==> config.mk <==
export PLATFORM = sky130hd
export DESIGN_NAME = lomix_regs
export DESIGN_NICKNAME = d
export VERILOG_FILES = /design/src/pkg/lomix_pkg.sv /design/src/logic/lomix_regs.sv
export SDC_FILE = /design/constraint.sdc
export NUM_CORES = 1
export LEC_CHECK = 0
export ABC_CLOCK_PERIOD_IN_PS = 1200
export BUFFER_PORTS_ARGS = -buffer_cell sky130_fd_sc_hd__buf_2
export CAP_MARGIN = 20
export CORE_ASPECT_RATIO = 2
export CORE_MARGIN = 1
export CORE_UTILIZATION = 52
export DETAILED_ROUTE_END_ITERATION = 16
export PLACE_DENSITY = 0.78
export SETUP_SLACK_MARGIN = 0.05
export SLEW_MARGIN = 20
export SYNTH_ARGS = -nofsm -noshare
export SYNTH_HDL_FRONTEND = slang
export SYNTH_SLANG_ARGS = --single-unit
export TNS_END_PERCENT = 30
==> constraint.sdc <==
create_clock -name core_clk_i -period 1.2 [get_ports core_clk_i]
set_clock_uncertainty 0.1 [all_clocks]
set_input_delay 0.12 -clock core_clk_i [delete_from_list [all_inputs] [get_ports core_clk_i]]
set_output_delay 0.12 -clock core_clk_i [all_outputs]
set_load 0.05 [all_outputs]
==> src/pkg/lomix_pkg.sv <==
// Package for the left line output mixer register bank.
// Assumes 8-bit registers on a plain address/strobe port, byte addresses as printed.
package lomix_pkg;
  localparam int unsigned ADDR_W = 8;
  localparam int unsigned DATA_W = 8;
  localparam int unsigned NUM_ROUTE = 7;
  // Register offsets.
  localparam logic [7:0] RESERVED_PRE_MIXER = 8'h4F;
  localparam logic [7:0] LINE_B_LEFT_TO_LEFT_OUT_VOL = 8'h50;
  localparam logic [7:0] GAIN_LEFT_TO_LEFT_OUT_VOL = 8'h51;
  localparam logic [7:0] CONV_LEFT_TO_LEFT_OUT_VOL = 8'h52;
  localparam logic [7:0] LINE_B_RIGHT_TO_LEFT_OUT_VOL = 8'h53;
  localparam logic [7:0] GAIN_RIGHT_TO_LEFT_OUT_VOL = 8'h54;
  localparam logic [7:0] CONV_RIGHT_TO_LEFT_OUT_VOL = 8'h55;
  localparam logic [7:0] LEFT_OUT_LEVEL_CTRL = 8'h56;
  localparam logic [7:0] LINE_B_LEFT_TO_RIGHT_OUT_VOL = 8'h57;
  // Field positions.
  localparam int unsigned ROUTE_EN_BIT = 7;
  localparam int unsigned ATTEN_MSB = 6;
  localparam int unsigned LEVEL_MSB = 7;
  localparam int unsigned LEVEL_LSB = 4;
  localparam int unsigned MUTE_OFF_BIT = 3;
  localparam int unsigned PENDING_BIT = 1;
  localparam int unsigned POWERED_BIT = 0;
  // Reset values.
  localparam logic [7:0] RESERVED_VALUE = 8'h00;
  localparam logic [7:0] ROUTE_RESET = 8'h00;
  localparam logic [3:0] LEVEL_RESET = 4'h0;
  localparam logic MUTE_OFF_RESET = 1'b0;
  localparam logic PENDING_RESET = 1'b1;
  localparam logic POWERED_RESET = 1'b0;
  localparam logic [2:0] SYNC_RESET = 3'h0;
endpackage

==> src/logic/lomix_regs.sv <==
// Register bank for the left line output mixer and the first right output route.
// Assumes a register port on core_clk_i and asynchronous status from the analog side.
//
// Local design decision: the strobed register port.
`timescale 1ns/1ps

////////////////////////////////////////////////////////////////////////////////

// Summary of operation
// - Reserved register reads zero, writes ignored.
// - Left line B route enable bit 7.
// - Left gain stage route enable bit 7.
// - Left converter route enable bit 7.
// - Right line B route enable bit 7.
// - Right gain stage route enable bit 7.
// - Right converter route enable bit 7.
// - Left line B to right output enable.
// - Seven-bit attenuation per route, reset zero.
// - Level code bits 7:4, 1 dB steps.
// - Bit 3 set unmutes, resets muted.
// - Bit 2 read-only zero.
// - Bit 1 shows gain still pending.
// - Bit 0 shows driver fully powered.
module lomix_regs (
  // Clock and reset.
  input wire logic core_clk_i,
  input wire logic rst_b_i,
  // Register port.
  input wire logic [7:0] addr_i,
  input wire logic [7:0] wdata_i,
  input wire logic wr_i,
  input wire logic rd_i,
  output logic [7:0] rdata_o,
  // Analog status inputs.
  input wire logic gain_pending_i,
  input wire logic out_powered_i,
  // Analog controls: index 0..5 feed the left output, 6 the right output.
  output logic [6:0] route_en_o,
  output logic [48:0] atten_o,
  output logic [3:0] left_out_level_o,
  output logic left_out_unmute_o
);

  ////////////////////////////////////////////////////////////////////////////////

  // Register storage: each route keeps its enable bit and attenuation code apart.
  logic [6:0] route_en_q;
  logic [6:0] route_atten [lomix_pkg::NUM_ROUTE];
  logic [3:0] level;
  logic unmute;

  // Write decode and the fields of the write word.
  logic hit_level;
  logic [6:0] hit_route;
  logic wr_level;
  logic [6:0] wr_route;
  logic wr_en_bit;
  logic [6:0] wr_atten;
  logic [3:0] wr_level_code;
  logic wr_unmute;

  // Status synchronisers; index 1 carries pending, index 0 powered.
  logic [1:0] status_raw;
  logic [2:0] status_sync [2];
  logic [1:0] status_agree;
  logic [1:0] status_q;
  logic pending;
  logic powered;

  // Read path.
  logic [7:0] level_word;
  logic [7:0] next_rdata;

  // Register address for each route table index.
  function automatic logic [7:0] route_addr(input int unsigned idx);
    case (idx)
      0: route_addr = lomix_pkg::LINE_B_LEFT_TO_LEFT_OUT_VOL;
      1: route_addr = lomix_pkg::GAIN_LEFT_TO_LEFT_OUT_VOL;
      2: route_addr = lomix_pkg::CONV_LEFT_TO_LEFT_OUT_VOL;
      3: route_addr = lomix_pkg::LINE_B_RIGHT_TO_LEFT_OUT_VOL;
      4: route_addr = lomix_pkg::GAIN_RIGHT_TO_LEFT_OUT_VOL;
      5: route_addr = lomix_pkg::CONV_RIGHT_TO_LEFT_OUT_VOL;
      default: route_addr = lomix_pkg::LINE_B_LEFT_TO_RIGHT_OUT_VOL;
    endcase
  endfunction

  ////////////////////////////////////////////////////////////////////////////////

  // Write decode. Each register owns one hit line, so a write lands only where it names;
  // the reserved slot and unmapped addresses get no write enable at all.
  always_comb begin
    hit_level = 1'b0;
    if (addr_i == lomix_pkg::LEFT_OUT_LEVEL_CTRL) begin
      hit_level = 1'b1;
    end
  end

  assign wr_level = wr_i && hit_level;

  genvar gd;
  generate
    for (gd = 0; gd < lomix_pkg::NUM_ROUTE; gd++) begin : g_decode
      assign hit_route[gd] = (addr_i == route_addr(gd));
      assign wr_route[gd] = wr_i && hit_route[gd];
    end
  endgenerate

  // Fields of the write word; bits 2:0 of a level write have no home and are dropped.
  assign wr_en_bit = wdata_i[lomix_pkg::ROUTE_EN_BIT];
  assign wr_atten = wdata_i[lomix_pkg::ATTEN_MSB:0];
  assign wr_level_code = wdata_i[lomix_pkg::LEVEL_MSB:lomix_pkg::LEVEL_LSB];
  assign wr_unmute = wdata_i[lomix_pkg::MUTE_OFF_BIT];

  ////////////////////////////////////////////////////////////////////////////////

  // Routes. The switch and the attenuator of one path change at the same edge.
  genvar gi;
  generate
    for (gi = 0; gi < lomix_pkg::NUM_ROUTE; gi++) begin : g_route
      always_ff @(posedge core_clk_i or negedge rst_b_i) begin
        if (!rst_b_i) begin
          route_en_q[gi] <= lomix_pkg::ROUTE_RESET[lomix_pkg::ROUTE_EN_BIT];
        end else if (wr_route[gi]) begin
          route_en_q[gi] <= wr_en_bit;
        end
      end

      always_ff @(posedge core_clk_i or negedge rst_b_i) begin
        if (!rst_b_i) begin
          route_atten[gi] <= lomix_pkg::ROUTE_RESET[lomix_pkg::ATTEN_MSB:0];
        end else if (wr_route[gi]) begin
          route_atten[gi] <= wr_atten;
        end
      end

      assign route_en_o[gi] = route_en_q[gi];
      assign atten_o[gi*7 +: 7] = route_atten[gi];
    end
  endgenerate

  ////////////////////////////////////////////////////////////////////////////////

  // Level code. Reserved codes above nine are stored and driven as written; the bank does
  // not police them, which keeps readback equal to what software wrote.
  always_ff @(posedge core_clk_i or negedge rst_b_i) begin
    if (!rst_b_i) begin
      level <= lomix_pkg::LEVEL_RESET;
    end else if (wr_level) begin
      level <= wr_level_code;
    end
  end

  // Mute. Zero after reset, so the output wakes up silent.
  always_ff @(posedge core_clk_i or negedge rst_b_i) begin
    if (!rst_b_i) begin
      unmute <= lomix_pkg::MUTE_OFF_RESET;
    end else if (wr_level) begin
      unmute <= wr_unmute;
    end
  end

  assign left_out_level_o = level;
  assign left_out_unmute_o = unmute;

  ////////////////////////////////////////////////////////////////////////////////

  // Status from the analog side. Each bit passes three flops and is taken only once the
  // second and third agree, so one metastable sample cannot reach the register port.
  assign status_raw[lomix_pkg::PENDING_BIT] = gain_pending_i;
  assign status_raw[lomix_pkg::POWERED_BIT] = out_powered_i;

  genvar gs;
  generate
    for (gs = 0; gs < 2; gs++) begin : g_status
      // Pending wakes up set, powered wakes up clear.
      localparam logic [2:0] SYNC_INIT = (gs == lomix_pkg::PENDING_BIT) ?
          {3{lomix_pkg::PENDING_RESET}} : lomix_pkg::SYNC_RESET;
      localparam logic Q_INIT = (gs == lomix_pkg::PENDING_BIT) ?
          lomix_pkg::PENDING_RESET : lomix_pkg::POWERED_RESET;

      always_ff @(posedge core_clk_i or negedge rst_b_i) begin
        if (!rst_b_i) begin
          status_sync[gs] <= SYNC_INIT;
        end else begin
          status_sync[gs] <= {status_sync[gs][1:0], status_raw[gs]};
        end
      end

      assign status_agree[gs] = (status_sync[gs][1] == status_sync[gs][2]);

      always_ff @(posedge core_clk_i or negedge rst_b_i) begin
        if (!rst_b_i) begin
          status_q[gs] <= Q_INIT;
        end else if (status_agree[gs]) begin
          status_q[gs] <= status_sync[gs][2];
        end
      end
    end
  endgenerate

  assign pending = status_q[lomix_pkg::PENDING_BIT];
  assign powered = status_q[lomix_pkg::POWERED_BIT];

  ////////////////////////////////////////////////////////////////////////////////

  // Readback word of the level register; bit 2 has no source and always reads zero.
  always_comb begin
    level_word = 8'h00;
    level_word[lomix_pkg::LEVEL_MSB:lomix_pkg::LEVEL_LSB] = level;
    level_word[lomix_pkg::MUTE_OFF_BIT] = unmute;
    level_word[lomix_pkg::PENDING_BIT] = pending;
    level_word[lomix_pkg::POWERED_BIT] = powered;
  end

  // Read mux. Unmapped addresses fall to the default and read zero.
  always_comb begin
    next_rdata = 8'h00;
    case (addr_i)
      lomix_pkg::RESERVED_PRE_MIXER: begin
        next_rdata = lomix_pkg::RESERVED_VALUE;
      end
      lomix_pkg::LINE_B_LEFT_TO_LEFT_OUT_VOL: begin
        next_rdata = {route_en_q[0], route_atten[0]};
      end
      lomix_pkg::GAIN_LEFT_TO_LEFT_OUT_VOL: begin
        next_rdata = {route_en_q[1], route_atten[1]};
      end
      lomix_pkg::CONV_LEFT_TO_LEFT_OUT_VOL: begin
        next_rdata = {route_en_q[2], route_atten[2]};
      end
      lomix_pkg::LINE_B_RIGHT_TO_LEFT_OUT_VOL: begin
        next_rdata = {route_en_q[3], route_atten[3]};
      end
      lomix_pkg::GAIN_RIGHT_TO_LEFT_OUT_VOL: begin
        next_rdata = {route_en_q[4], route_atten[4]};
      end
      lomix_pkg::CONV_RIGHT_TO_LEFT_OUT_VOL: begin
        next_rdata = {route_en_q[5], route_atten[5]};
      end
      lomix_pkg::LINE_B_LEFT_TO_RIGHT_OUT_VOL: begin
        next_rdata = {route_en_q[6], route_atten[6]};
      end
      lomix_pkg::LEFT_OUT_LEVEL_CTRL: begin
        next_rdata = level_word;
      end
      default: begin
        next_rdata = 8'h00;
      end
    endcase
  end

  ////////////////////////////////////////////////////////////////////////////////

  // Read data stands only in the cycle after the strobe and is zero otherwise, so a
  // master that samples late sees an obvious zero rather than stale data.
  always_ff @(posedge core_clk_i or negedge rst_b_i) begin
    if (!rst_b_i) begin
      rdata_o <= 8'h00;
    end else if (rd_i) begin
      rdata_o <= next_rdata;
    end else begin
      rdata_o <= 8'h00;
    end
  end

endmodule // lomix_regs

==> results.yml <==
floorplan:
  coreArea_um2: 6360
  die_x_um: 59.7
  fp.dieArea_um2: 7010
  core.rowCount: 41
  ioPinCount: 91
  vertical_extent_of_the_die_um: 117
  initial_utilization_pct: 54.5
detailed_routing:
  via_count: 2577
  drt_iter0_markers: 138
  finalWirelength_mm: 9.74
  viasPerCell: 5.74
  antenna_left: 0
  avg_wl_per_cell_um: 21.7
  detailedRoute.firstPassIterationCount: 4
  drcViolationCount: 0
sta:
  slew_headroom_pct: 76.6
  min_period_over_period_pct: 107
  final_layout_worst_hold_slack_ps: 34.9
  timing.final.hold_violations: 0
  timing.final.ws_setup_ps: -89.0
  period_needed_ps: 1290
  fmaxAchievable_mhz: 776
  final_max_slew_viol_count: 0
  rsz0062_at_grt: "true"
  setup_violations: 35
  tightest_slew_ps: 342
flow_run:
  count_of_max_cap_constraint_violations: 0
synthesis:
  ys_top_cells_by_area: "sky130_fd_sc_hd__dfrtp_1 (53%), sky130_fd_sc_hd__mux2_2 (12%), sky130_fd_sc_hd__mux2_4 (10%)"
  synth_xor_area_share_pct: 0
  synth_mux_area_share_pct: 31.4
  yosysSeqAreaShare_pct: 55.8
  syn_area_per_cell_um2: 14.7
  yosys_warning_total: 0
  synth_seq_cells: 77
  synth_top_area_share_pct: 52.7
  total_standard_cell_area_after_synthesis_um2: 3460
  synth-adder-area-share_pct: 0.578
  synthesis.instances: 235
  library_cells_used_by_synthesis: 28
  dominant_combinational_cell_family_by_area_after_synthesis: "multiplexers"
  yosys.area_share.simple_pct: 6.86
  synth-compound-area-share_pct: 2.89
  yosys_top_cell_by_area: "sky130_fd_sc_hd__dfrtp_1"
  synth_fp_nets: 257
final_layout:
  syn_to_layout_area_delta_pct: 47.7
  nNetsFinal: 380
  antenna_cells: 0
  drive_gt1_share_pct: 59.2
min_path:
  timing.hold.worst.class: "primary input to register"
clock_network:
  cts.path.max_buffers: 2
  clock_sink_count: 77
  clk_root_buffer_cell: "sky130_fd_sc_hd__clkbuf_16"
  cts-buffers-inserted: 9
  clk_latency_ps: 330
  path_clk_slew_ps: 60
  clock_tree_from_tritoncts: "yes"
  cts.htree.levels: 3
setup_path:
  worstPathArrival_ps: 1410
  maximum_fanout_count_along_the_critical_path: 3
  critical_path_sink_type: "register"
  required_ps: 1320
  timing.critical_path.from_type: "register"
  timing_worst_setup_path_type: "register to register"
global_route:
  grt_pass1_vias: 2627
  grt_first_pass_wirelength_mm: 14.7
  overflow: 0
  grt_antenna_before_repair: 0
  grt_start_max_net_pins: 38
  grt_util_all_layers_pct: 29.7
place:
  dp.final_hpwl_mm: 6.27
  io_buffer_count: 90
  globalplace.congestion: 0.923
status:
  status: "finished, violations left"
  violations_in_the_final_reports: "setup timing"
power:
  p_leak_uw: 0.00258
  fin_total_pwr_uw: 6480
  vdd.ir_drop.worst_mv: 1.02
  power_per_cell_area_nw_per_um2: 1270
==> Yosys cell counts (all sizes together) <==
| master | number |
|---|---|
| nor2 | 22 |
| and3b | 1 |
| nand3b | 1 |
| o22ai | 14 |
| mux2 | 61 |
| o211ai | 1 |
| or3 | 1 |
| nand2 | 1 |
| and3 | 1 |
| nor4 | 1 |
| dfrtp | 73 |
| nand4b | 1 |
| a21oi | 1 |
| nand3 | 1 |
| clkbuf | 1 |
| maj3 | 2 |
| nor2b | 1 |
| mux2i | 31 |
| or3b | 2 |
| buf | 10 |
| dfstp | 4 |
| nand2b | 4 |
==> power by group <==
part / switching (µW) / leakage, µW / internal [µW]
registers: 126 / 0.00104 / 2720
clock network: 977 / 0.000140 / 1570
logic: 632 / 0.00140 / 456
total: 1730 / 0.00258 / 4740
==> state kept, by name, summed over array words and instances (netlist names) <==
name               flops
status_sync            6
powered                1
left_out_level_o       4
left_out_unmute_o      1
atten_o               49
route_en_o             7
rdata_o                8
pending                1
==> worst max-delay path: stages (launching register included) <==
cell,delay [ps]
sky130_fd_sc_hd__dfrtp_1,430
sky130_fd_sc_hd__mux2i_1,320
sky130_fd_sc_hd__o22ai_2,120
sky130_fd_sc_hd__nor2_1,150
sky130_fd_sc_hd__nor2_1,60
==> metrics by stage <==
step	std cells	area [µm²]	setup TNS (ps)	worst slack (ps)	utilization (%)
after floorplan	235	3490	-17140	-309	-
after global placement	428	4190	-24330	-401	65.8
after detailed placement	428	4190	-26810	-460	65.8
after CTS	448	4970	-0.149	-0.149	78.1
after global routing	449	5120	-1700	-107	80.4
final	449	5120	-564	-89.0	80.4
==> layer usage <==
layer / track usage, % / routed length, µm / up-vias
met1: 36.4 / 3680 / 1344
met4: 16.4 / 426 / 0
met5: 0 / 0 / -
li1: - / - / 1093
met3: 6.62 / 534 / 31
met2: 46.7 / 5100 / 109
==> cell families after synthesis <==
group | after synthesis
simple gates | 37
mux | 92
flops | 77
buf+inv | 11
fa+ha+maj | 2
compound gates | 16
==> timing repair <==
action | in CTS | in global routing
hold endpoints to repair | 75 | 0
gates cloned | 0 | 0
gates resized for setup | 145 | 40
setup buffers | 1 | 1
hold buffers | 3 | 0
pin swaps | 0 | 6
setup endpoints to repair | 121 | 119
==> cell usage in the layout (no fill, tap or decap) <==
master / Yosys / final
sky130_fd_sc_hd__a21oi_1: 1 / 1
sky130_fd_sc_hd__and3_1: 1 / 1
sky130_fd_sc_hd__and3b_2: 0 / 1
sky130_fd_sc_hd__buf_12: 0 / 3
sky130_fd_sc_hd__buf_2: 4 / 20
sky130_fd_sc_hd__buf_4: 1 / 25
sky130_fd_sc_hd__buf_6: 5 / 67
sky130_fd_sc_hd__buf_8: 0 / 2
sky130_fd_sc_hd__clkbuf_1: 1 / 3
sky130_fd_sc_hd__clkbuf_16: 0 / 9
sky130_fd_sc_hd__clkbuf_4: 0 / 3
sky130_fd_sc_hd__clkbuf_8: 0 / 3
sky130_fd_sc_hd__clkinv_2: 0 / 1
sky130_fd_sc_hd__dfrtp_1: 73 / 71
sky130_fd_sc_hd__dfrtp_2: 0 / 2
sky130_fd_sc_hd__dfstp_2: 4 / 4
sky130_fd_sc_hd__dlygate4sd3_1: 0 / 3
sky130_fd_sc_hd__maj3_1: 2 / 2
sky130_fd_sc_hd__mux2_2: 37 / 5
sky130_fd_sc_hd__mux2_4: 24 / 56
sky130_fd_sc_hd__mux2i_1: 31 / 30
sky130_fd_sc_hd__mux2i_2: 0 / 1
sky130_fd_sc_hd__nand2_1: 1 / 1
sky130_fd_sc_hd__nand2b_1: 1 / 1
sky130_fd_sc_hd__nand2b_4: 3 / 3
sky130_fd_sc_hd__nand3_1: 1 / 1
sky130_fd_sc_hd__nand3b_1: 1 / 1
sky130_fd_sc_hd__nand4b_4: 0 / 1
sky130_fd_sc_hd__nor2_1: 18 / 18
sky130_fd_sc_hd__nor2_4: 3 / 4
sky130_fd_sc_hd__nor2b_1: 1 / 1
sky130_fd_sc_hd__nor4_1: 1 / 1
sky130_fd_sc_hd__o211ai_1: 1 / 1
sky130_fd_sc_hd__o22ai_1: 14 / 12
sky130_fd_sc_hd__o22ai_2: 0 / 2
sky130_fd_sc_hd__or3_4: 0 / 1
sky130_fd_sc_hd__or3b_4: 0 / 2
==> area by class of cell <==
cell class                 instances  area (µm²)
timing repair buffer             123        1180
clock buffer                      15         278
tap                               86         108
clock inverter                     1        5.00
sequential                        77        1930
multi-input combinational        147        1610
fill                             369        1240
==> final timing paths <==
check                                                 to  depth (start not counted)                startpoint  slack [ps]
worst max-delay path                rdata_o[5]$_DFF_PN0_                          4   atten_o[47]$_DFFE_PN0P_         -90
worst min-delay path              atten_o[9]$_DFFE_PN0P_                          2                wdata_i[2]          30
worst max register to register      rdata_o[5]$_DFF_PN0_                          4   atten_o[47]$_DFFE_PN0P_         -90
worst min register to register  status_sync[4]$_DFF_PN0_                          0  status_sync[3]$_DFF_PN0_         250
max in group asynchronous       status_sync[0]$_DFF_PN1_                          3                   rst_b_i         350
min in group asynchronous         atten_o[9]$_DFFE_PN0P_                          2                   rst_b_i         120
Note: power is estimated with default switching activity, not from simulation.
